`config.mk`:
```
export PLATFORM = sky130hd
export DESIGN_NAME = ret_rot_exec
export DESIGN_NICKNAME = d
export VERILOG_FILES = /design/src/rtl/ret_rot_pkg.sv /design/src/rtl/ret_rot_exec.sv /design/src/rtl/rot_carry.sv
export VERILOG_INCLUDE_DIRS = /design/src /design/src/rtl
export SDC_FILE = /design/constraint.sdc
export NUM_CORES = 1
export LEC_CHECK = 0
export ABC_AREA = 1
export ABC_CLOCK_PERIOD_IN_PS = 6800
export BUFFER_PORTS_ARGS = -buffer_cell sky130_fd_sc_hd__buf_2
export CORE_MARGIN = 2
export CORE_UTILIZATION = 50
export CTS_CLUSTER_DIAMETER = 200
export DETAILED_ROUTE_END_ITERATION = 8
export GPL_TIMING_DRIVEN = 0
export PLACE_DENSITY = 0.68
export SLEW_MARGIN = 20
export SYNTH_ARGS = -nofsm -noshare
export SYNTH_HDL_FRONTEND = slang
export SYNTH_SLANG_ARGS = --single-unit
```
`constraint.sdc`:
```
create_clock -name i_core_clk -period 6.8 [get_ports i_core_clk]
set_input_delay 0.68 -clock i_core_clk [delete_from_list [all_inputs] [get_ports i_core_clk]]
set_output_delay 0.68 -clock i_core_clk [all_outputs]
set_load 0.01 [all_outputs]
```
`src/rtl/ret_rot_params.svh`:
```
// Constants for the return and rotate execution block.
// Assumes inclusion by the package and the design files.
`ifndef RET_ROT_PARAMS_SVH
`define RET_ROT_PARAMS_SVH
`define DATA_W 8
`define PC_W 15
`define FADDR_W 7
`define STACK_DEPTH 16
`define SP_W 4
`define RET_CYCLES 2'h2
`define ROT_CYCLES 2'h1
`define GIE_BIT 7
`define IRQ_CTRL_RESET 8'h00
`define W_RESET 8'h00
`define PC_RESET 15'h0000
`define MSB 7
`endif

```
`src/rtl/ret_rot_pkg.sv`:
```
// Types for the return and rotate execution block.
// Assumes ret_rot_params.svh is on the include path.
`include "ret_rot_params.svh"
package ret_rot_pkg;
   typedef enum logic [2:0] {
      OP_NONE = 3'h0,
      RETURN_FROM_INTERRUPT_OP = 3'h1,
      RETURN_SUB_OP = 3'h2,
      RETURN_WITH_LITERAL_OP = 3'h3,
      ROTATE_LEFT_CARRY_OP = 3'h4,
      ROTATE_RIGHT_CARRY_OP = 3'h5
   } op_t;
   typedef struct packed {
      op_t op;
      logic [`DATA_W-1:0] literal;
      logic [`FADDR_W-1:0] faddr;
      logic dest_file;
   } instr_t;
   typedef struct packed {
      logic wr;
      logic [`FADDR_W-1:0] addr;
      logic [`DATA_W-1:0] data;
   } file_wr_t;
endpackage : ret_rot_pkg

```
`src/rtl/ret_rot_exec.sv`:
```
// Execution unit for return and rotate-through-carry instructions.
// Assumes a decoded instruction on i_instr with i_valid, i_file_data
// reading the file register at i_instr.faddr in the same cycle.
// Functional notes
// - Interrupt return pops stack, two cycles
// - Interrupt return sets global enable bit
// - Subroutine return pops stack, two cycles
// - Literal return loads working register, flags kept
// - Literal return reloads PC, two cycles
// - Rotate left through carry, one cycle
// - Rotate right through carry, one cycle
// - Destination bit picks working or file
`timescale 1ns/1ps
`include "ret_rot_params.svh"
module ret_rot_exec (
   // Clock and reset
   input wire logic i_core_clk,
   input wire logic i_reset,
   // Instruction
   input wire logic i_valid,
   input wire ret_rot_pkg::instr_t i_instr,
   input wire logic [`DATA_W-1:0] i_file_data,
   // Stack push from call logic
   input wire logic i_push,
   input wire logic [`PC_W-1:0] i_push_addr,
   // State
   output logic o_busy,
   output logic [`PC_W-1:0] o_pc,
   output logic [`DATA_W-1:0] o_w,
   output logic o_carry,
   output logic [`DATA_W-1:0] o_irq_ctrl,
   output logic o_pc_load,
   output ret_rot_pkg::file_wr_t o_file_wr
);
   import ret_rot_pkg::*;

   logic [`PC_W-1:0] stack_reg [`STACK_DEPTH];
   logic [`SP_W-1:0] sp_reg;
   logic [1:0] cyc_reg;
   logic [`DATA_W-1:0] rot_res;
   logic rot_c;
   logic take;
   logic is_ret;
   logic is_rot;
   logic [`SP_W-1:0] top_idx;

   assign take = i_valid && !o_busy;
   assign is_ret = (i_instr.op == RETURN_FROM_INTERRUPT_OP) || (i_instr.op == RETURN_SUB_OP)
                   || (i_instr.op == RETURN_WITH_LITERAL_OP);
   assign is_rot = (i_instr.op == ROTATE_LEFT_CARRY_OP) || (i_instr.op == ROTATE_RIGHT_CARRY_OP);
   assign top_idx = sp_reg - 4'h1;

   rot_carry u_rot (
      .i_left(i_instr.op == ROTATE_LEFT_CARRY_OP),
      .i_src(i_file_data),
      .i_carry(o_carry),
      .o_res(rot_res),
      .o_carry(rot_c)
   );

   ////////////////////////////////////////////////////////////////////////
   // Return timing: second cycle is a flush slot
   always_ff @(posedge i_core_clk) begin
      if (i_reset) begin
         o_busy <= 1'b0;
         cyc_reg <= 2'h0;
      end else if (take && is_ret) begin
         o_busy <= 1'b1;
         cyc_reg <= `RET_CYCLES - 2'h1;
      end else if (o_busy) begin
         cyc_reg <= cyc_reg - 2'h1;
         o_busy <= (cyc_reg > 2'h1);
      end
   end

   chk_ret_two_cyc: assert property (@(posedge i_core_clk) disable iff (i_reset)
      take && is_ret |=> o_busy ##1 !o_busy)
      else $error("return not two cycles");

   chk_busy_refuse: assert property (@(posedge i_core_clk) disable iff (i_reset)
      o_busy && i_valid |=> !o_pc_load && !o_file_wr.wr)
      else $error("request taken in flush cycle");

   chk_rot_one_cyc: assert property (@(posedge i_core_clk) disable iff (i_reset)
      take && is_rot |=> !o_busy)
      else $error("rotate stalled the core");

   ////////////////////////////////////////////////////////////////////////
   // Call stack; circular, wraps on overflow or underflow
   always_ff @(posedge i_core_clk) begin
      if (i_reset) begin
         sp_reg <= 4'h0;
      end else if (take && is_ret) begin
         sp_reg <= top_idx;
      end else if (i_push) begin
         sp_reg <= sp_reg + 4'h1;
      end
   end

   for (genvar g = 0; g < `STACK_DEPTH; g++) begin : g_stack
      always_ff @(posedge i_core_clk) begin
         if (i_reset) begin
            stack_reg[g] <= `PC_RESET;
         end else if (i_push && !(take && is_ret) && sp_reg == `SP_W'(g)) begin
            stack_reg[g] <= i_push_addr;
         end
      end
   end

   chk_stack_pop: assert property (@(posedge i_core_clk) disable iff (i_reset)
      take && is_ret |=> sp_reg == $past(top_idx))
      else $error("stack not popped");

   ////////////////////////////////////////////////////////////////////////
   // Program counter
   always_ff @(posedge i_core_clk) begin
      if (i_reset) begin
         o_pc <= `PC_RESET;
         o_pc_load <= 1'b0;
      end else begin
         o_pc_load <= take && is_ret;
         if (take && is_ret) begin
            o_pc <= stack_reg[top_idx];
         end
      end
   end

   chk_ret_pc_load: assert property (@(posedge i_core_clk) disable iff (i_reset)
      take && is_ret |=> o_pc_load && o_pc == $past(stack_reg[top_idx]))
      else $error("return did not load popped address");

   chk_rot_keeps_pc: assert property (@(posedge i_core_clk) disable iff (i_reset)
      take && is_rot |=> !o_pc_load && $stable(o_pc))
      else $error("rotate moved program counter");

   ////////////////////////////////////////////////////////////////////////
   // Interrupt control: only the global enable is touched
   always_ff @(posedge i_core_clk) begin
      if (i_reset) begin
         o_irq_ctrl <= `IRQ_CTRL_RESET;
      end else if (take && i_instr.op == RETURN_FROM_INTERRUPT_OP) begin
         o_irq_ctrl[`GIE_BIT] <= 1'b1;
      end
   end

   chk_gie_set: assert property (@(posedge i_core_clk) disable iff (i_reset)
      take && i_instr.op == RETURN_FROM_INTERRUPT_OP |=> o_irq_ctrl[`GIE_BIT])
      else $error("global enable not set");

   chk_gie_only: assert property (@(posedge i_core_clk) disable iff (i_reset)
      take && is_ret |=> o_irq_ctrl[`GIE_BIT-1:0] == $past(o_irq_ctrl[`GIE_BIT-1:0]))
      else $error("return touched other control bits");

   ////////////////////////////////////////////////////////////////////////
   // Working register, carry and file write-back
   always_ff @(posedge i_core_clk) begin
      if (i_reset) begin
         o_w <= `W_RESET;
      end else if (take && i_instr.op == RETURN_WITH_LITERAL_OP) begin
         o_w <= i_instr.literal;
      end else if (take && is_rot && !i_instr.dest_file) begin
         o_w <= rot_res;
      end
   end

   chk_lit_to_w: assert property (@(posedge i_core_clk) disable iff (i_reset)
      take && i_instr.op == RETURN_WITH_LITERAL_OP |=> o_w == $past(i_instr.literal))
      else $error("literal not in working register");

   chk_ret_keeps_w: assert property (@(posedge i_core_clk) disable iff (i_reset)
      take && is_ret && i_instr.op != RETURN_WITH_LITERAL_OP |=> $stable(o_w))
      else $error("return changed working register");

   chk_rlf_result: assert property (@(posedge i_core_clk) disable iff (i_reset)
      take && i_instr.op == ROTATE_LEFT_CARRY_OP && !i_instr.dest_file
      |=> o_w == {$past(i_file_data[`MSB-1:0]), $past(o_carry)})
      else $error("rotate left wrong");

   chk_rrf_result: assert property (@(posedge i_core_clk) disable iff (i_reset)
      take && i_instr.op == ROTATE_RIGHT_CARRY_OP && !i_instr.dest_file
      |=> o_w == {$past(o_carry), $past(i_file_data[`MSB:1])})
      else $error("rotate right wrong");

   always_ff @(posedge i_core_clk) begin
      if (i_reset) begin
         o_carry <= 1'b0;
      end else if (take && is_rot) begin
         o_carry <= rot_c;
      end
   end

   chk_ret_flags: assert property (@(posedge i_core_clk) disable iff (i_reset)
      take && is_ret |=> $stable(o_carry))
      else $error("return changed carry");

   chk_rlf_carry: assert property (@(posedge i_core_clk) disable iff (i_reset)
      take && i_instr.op == ROTATE_LEFT_CARRY_OP |=> o_carry == $past(i_file_data[`MSB]))
      else $error("rotate left carry wrong");

   chk_rrf_carry: assert property (@(posedge i_core_clk) disable iff (i_reset)
      take && i_instr.op == ROTATE_RIGHT_CARRY_OP |=> o_carry == $past(i_file_data[0]))
      else $error("rotate right carry wrong");

   always_ff @(posedge i_core_clk) begin
      if (i_reset) begin
         o_file_wr <= '0;
      end else begin
         o_file_wr.wr <= take && is_rot && i_instr.dest_file;
         o_file_wr.addr <= i_instr.faddr;
         o_file_wr.data <= rot_res;
      end
   end

   chk_rot_dest: assert property (@(posedge i_core_clk) disable iff (i_reset)
      take && is_rot && i_instr.dest_file |=> o_file_wr.wr && o_file_wr.addr == $past(i_instr.faddr) && $stable(o_w))
      else $error("file destination wrong");

   chk_rot_w_dest: assert property (@(posedge i_core_clk) disable iff (i_reset)
      take && is_rot && !i_instr.dest_file |=> !o_file_wr.wr)
      else $error("file written for working destination");

   chk_rot_bits: assert property (@(posedge i_core_clk) disable iff (i_reset)
      take && i_instr.dest_file && i_instr.op == ROTATE_LEFT_CARRY_OP
      |=> o_file_wr.data == {$past(i_file_data[`MSB-1:0]), $past(o_carry)})
      else $error("rotate left file data wrong");

   chk_rrf_file: assert property (@(posedge i_core_clk) disable iff (i_reset)
      take && i_instr.dest_file && i_instr.op == ROTATE_RIGHT_CARRY_OP
      |=> o_file_wr.data == {$past(o_carry), $past(i_file_data[`MSB:1])})
      else $error("rotate right file data wrong");
endmodule : ret_rot_exec

```
`src/rtl/rot_carry.sv`:
```
// Combinational rotate through carry.
// Assumes caller supplies source byte and current carry.
`timescale 1ns/1ps
`include "ret_rot_params.svh"
module rot_carry (
   // Operands
   input wire logic i_left,
   input wire logic [`DATA_W-1:0] i_src,
   input wire logic i_carry,
   // Result
   output logic [`DATA_W-1:0] o_res,
   output logic o_carry
);
   always_comb begin
      if (i_left) begin
         o_res = {i_src[`MSB-1:0], i_carry};
         o_carry = i_src[`MSB];
      end else begin
         o_res = {i_carry, i_src[`MSB:1]};
         o_carry = i_src[0];
      end
   end
endmodule : rot_carry

```
* Yosys cells after proc, flatten, opt, wreduce, memory -nomap -nowiden
Memory sizes are Yosys's and may differ from the RTL's. A register that Yosys moved wholly into a read port is not among the register bits.
Cells that the tools add are included.
** Word-level totals
- Memory bits (read-only) :: 0
- Bits in latches :: 0
- Bits of input ports :: 46
- Register bits after elaboration :: 34
- Bits in writable memories :: 240
- Logic and storage cells :: 163
- Memories :: 1
** Memories
- stack_reg :: depth 16, bits a word 15, rd ports 1, clocked after Yosys merged registers in 1, wr ports 16, RTL line ret_rot_exec.sv:37 : logic [`PC_W-1:0] stack_reg [`STACK_DEPTH];
** Operators by class
- Reduce and logical (&&, ||, !) cells :: 35
- Bitwise logic cells :: 16
- Shift-type cells :: 0
- Order comparisons :: 1
- Divide/modulo/power cells :: 0
- Mux-type cells :: 76
- Multiply operators :: 0
- $add $sub $neg :: 3
- Equal/unequal tests :: 20
** Operators by type and width (number)
- two-way mux 15 bit :: 16
- two-way mux 1 bit :: 55
- == test 4 bit, second input constant :: 8
- logical AND 1 bit :: 24
- two-way mux 8 bit :: 3
- == test 4 x 3 -> 1 bit, second input constant :: 4
- OR 1 bit :: 16
- == test 4 x 2 -> 1 bit, second input constant :: 2
- two-way mux 4 bit :: 2
- == test 3 x 2 -> 1 bit, second input constant :: 2
- == test 3 bit, second input constant :: 2
- nonzero test 2 bit :: 3
- adder 4 x 1 -> 4 bit, second input constant :: 1
- == test 4 x 1 -> 1 bit, second input constant :: 1
- logical NOT 4 bit :: 1
- subtractor 4 x 1 -> 4 bit, second input constant :: 1
- == test 3 x 1 -> 1 bit, second input constant :: 1
- logical NOT 1 bit :: 3
- logical OR 1 bit :: 3
- greater-than comparator 2 x 1 -> 1 bit, second input constant :: 1
- OR reduction 2 bit :: 1
- subtractor 2 x 1 -> 2 bit, second input constant :: 1

* Logic depth before layout (Yosys ltp)
- Depth in word-level cells :: 11
- Depth in mapped cells :: 14
- Gate-level depth less buffers :: 9

* By module
A second synthesis with hierarchy kept.
** Unflattened totals
- Cell total of the unflattened synthesis :: 1597
- Area total of the unflattened synthesis :: 13890.8 µm²
** Modules (own cells, without submodules)
- ret_rot_exec :: seq. area each 8187.9 µm², times used 1, cells an instance 1568, area an instance 13774.5 µm²
- rot_carry :: seq. area each 0.0 µm², times used 1, cells an instance 29, area an instance 116.4 µm²

* Worst setup path after synthesis
Ideal clock, no wire load.
- Path kind :: input to register
- Start point :: input port i_instr[16] (netlist bit)
- End point :: memory stack_reg[11][0] (netlist bit) (enable)
- Slack :: 4.000 ns
- Cell stages on the path :: 7
- Path buffers :: 0
- Arrival :: 2.392 ns
- Library setup time :: 0.408 ns
- Cell sequence :: inv_1 nand2_2 nand3_4 nand2_8 nor2_8 inv_1 o21ai_0
** RTL lines
- start, declared :: RTL line ret_rot_exec.sv:21 : input wire ret_rot_pkg::instr_t i_instr,
- end, declared :: RTL line ret_rot_exec.sv:37

* Worst setup path in the final report
- Start point :: register sp_reg[0]
- End point :: register o_pc[2] (read register of stack_reg)
** Between the ends
- Longest elaborated chain between the ends :: 1
** RTL lines
- start, declared :: RTL line ret_rot_exec.sv:38 : logic [`SP_W-1:0] sp_reg;
- start signal, assigned :: RTL line ret_rot_exec.sv:94 : sp_reg <= top_idx;
- start signal, assigned :: RTL line ret_rot_exec.sv:96 : sp_reg <= sp_reg + 4'h1;
- subtractor 4 x 1 -> 4 bit :: RTL line ret_rot_exec.sv:51 : assign top_idx = sp_reg - 4'h1;
- end, declared :: RTL line ret_rot_exec.sv:28 : output logic [`PC_W-1:0] o_pc,
No other way between the ends.
A chain may end at the register's enable or synchronous reset.

==> metrics.cfg <==
[floorplan]
fp.coreArea_um2=28600
rows=62
fp.dieW_um=174
die_area_um2=30400
chipHeight_um=174
io_pins=96
start_util=0.506

[yosys]
yosys_most_used_dff=edfxtp_1
yosysTopAreaCell=edfxtp_1
async_flop_share=0
synth_most_common_cell=nand2_1
synth_common_cells=nand2_1 (407), inv_1 (242), edfxtp_1 (240)
yosys_warnings=0
syn_area_per_cell_um2=9.05
ys_types=45
syn_inst=1602
synth_area_leaders=edfxtp_1 (50%), nand2_1 (11%), dfxtp_1 (6.8%)
synth_seq_cells=289
synth-edff-count=240
netlist_area_um2=14500
ys_seq_area_frac=0.565
synth_top_area_frac=0.497

[sta]
worst_slack_ps=3820
holdWs_ps=320
tightest_slew_ps=1180
finClkSkew_ps=13.6
min_period_ps=2980
slew_viol_final=0
hold_viol_final=0
setup_viol=0
rsz0062_at_grt=no
finalCritPeriodShare=0.439
clock.fmax_mhz=335
setup_tns_ps=0
maxSlewHeadroom=0.215

[finish]
syn_to_final_growth_pct=14.6
fill_cells=2478
fin_util=0.580
drive_gt1_frac=0.211
design_area_um2=16600
layout.nets=1796
insertedDiodeCount=0
multi_input_area_um2=4770
largest_register_ffs=240
seqCellArea_um2=8190

[critical_path]
crit_fanout=12
setup.worst_path.end_class=register
slowest_delay_ps=510
worstSetupPathType=register to register
path_buf_inv=7
crit_chain=buf_2, inv_2, buf_4, buf_6, ha_1, buf_2, inv_2, clkbuf_1, nand3_1, nand3_1, nand3_1, nand2_1, nand2_1, nand2_1
path_delay_family=buffers and inverters
cp-start-kind=register
cp.arrival_ps=3480
required_ps=7300
slowest_stage=clkbuf_1

[global_routing]
grt_pass1_vias=10748
grt_pass1_wl_mm=59.8
grt_max_degree=16
grt_usage=0.256
antenna_found_initial=0
grt.overflow.total=0

[routing]
drtIter0Drc=1018
drt.antenna.violating_nets=0
drc=0
vias_per_cell=5.14
dr.pass1.iters=7
vias=11064
wire_per_inst_um=17.8
routed_wl_mm=38.2

[clock_tree]
ctsHoldBuffers=0
root_buffer=clkbuf_16
cts_setup_buffers=0
clk_pin_slew_ps=60
htreeDepth=1
cts_tree=built
cts_buffer_depth=3
cts-resized-gates=0
numCtsBuffers=31
cts_sinks=289
clk_latency_ps=560

[hold_path]
hold_path_class=input port to register

[placed_design]
dp_slack_ps=3850
placed_cell_area_um2=15700
dp.final_hpwl_mm=27.3
place.gp.congestion=0.916
port-buffer-count=88

[pwr]
ir_worst_vdd_mv=0.189
powerDensity_nw_per_um2=264
p_leak_nw=7.55

[run_status]
outcome=complete, no violations

[flow_run]
cap_viol_max_count=0

## cell type report
| cell class | instances | share of cell area |
|---|---|---|
| plain buffers | 99 | 0.0373 |
| multi-input cells | 965 | 0.287 |
| well taps | 384 | 0.0289 |
| inverters | 255 | 0.0602 |
| repair buffers | 103 | 0.0371 |
| clock buffers | 38 | 0.0483 |
| clock inverters | 19 | 0.00813 |
| flip-flops and latches | 289 | 0.493 |
## where the power goes
part           leakage [nW]  switching, mW  total, mW  internal [mW]
clock                 0.458          0.696       1.57          0.877
sequential             2.89         0.0261       2.03           2.00
combinational          4.20          0.554      0.776          0.222
total                  7.55           1.28       4.38           3.10
## cell families (layout without fill, tap and decap cells)
family | count (synthesis) | in the layout | share of synthesized area
AO/OA/AOI/OAI | 45 | 45 | 0.0173
AND/OR/NAND/NOR | 904 | 904 | 0.299
XOR/XNOR | 3 | 3 | 0.00181
other | 1 | 7 | 0.000259
flip-flops | 289 | 289 | 0.565
adder cells (fa/ha/maj) | 6 | 6 | 0.00518
buffers and inverters | 354 | 514 | 0.112
## cells in the final DEF, fill, tap and decap left out, types with 13 or more instances in the layout
master	netlist	final
nand2_1	407	407
inv_1	242	242
edfxtp_1	240	240
nand3_1	189	189
nor2_1	166	166
buf_2	31	119
nor2_2	89	89
dfxtp_1	49	49
clkbuf_1	33	40
clkbuf_16	0	31
buf_6	16	29
nand3_4	17	17
o21ai_2	0	16
o21ai_0	29	13
## layer usage
layer / routed length (µm) / global-route usage / share of wire
met5: 0 / 0 / 0
met4: 1490 / 0.0928 / 0.039
met3: 3040 / 0.0431 / 0.080
met2: 17600 / 0.413 / 0.46
met1: 16100 / 0.351 / 0.42
## worst register-to-register path, delay by kind of cell, from the launching register on
| kind | cells | cell delay (ps) |
|---|---|---|
| DFF | 1 | 360 |
| buffers and inverters | 7 | 1570 |
| and+or+nand+nor | 6 | 720 |
| adders and majority gates | 1 | 280 |
## through the flow
stage / power (mW) / std cells
after floorplan: 2.55 / 1608
after global placement: 2.79 / 2080
after detailed placement: 2.83 / 2094
after CTS: 4.38 / 2151
after global routing: 4.55 / 2152
final: 4.38 / 2152
## worst paths after layout
path	startpoint	end	slack, ps	cells past startpoint
worst max-delay path	sp_reg[0]	o_pc[2]	3820	14
worst min-delay path	i_instr[3]	o_file_wr[10]	320	3
worst max register to register	sp_reg[0]	o_pc[2]	3820	14
worst min register to register	o_pc[9]	o_pc[9]	450	2
Note: power is estimated with default switching activity, not from simulation.
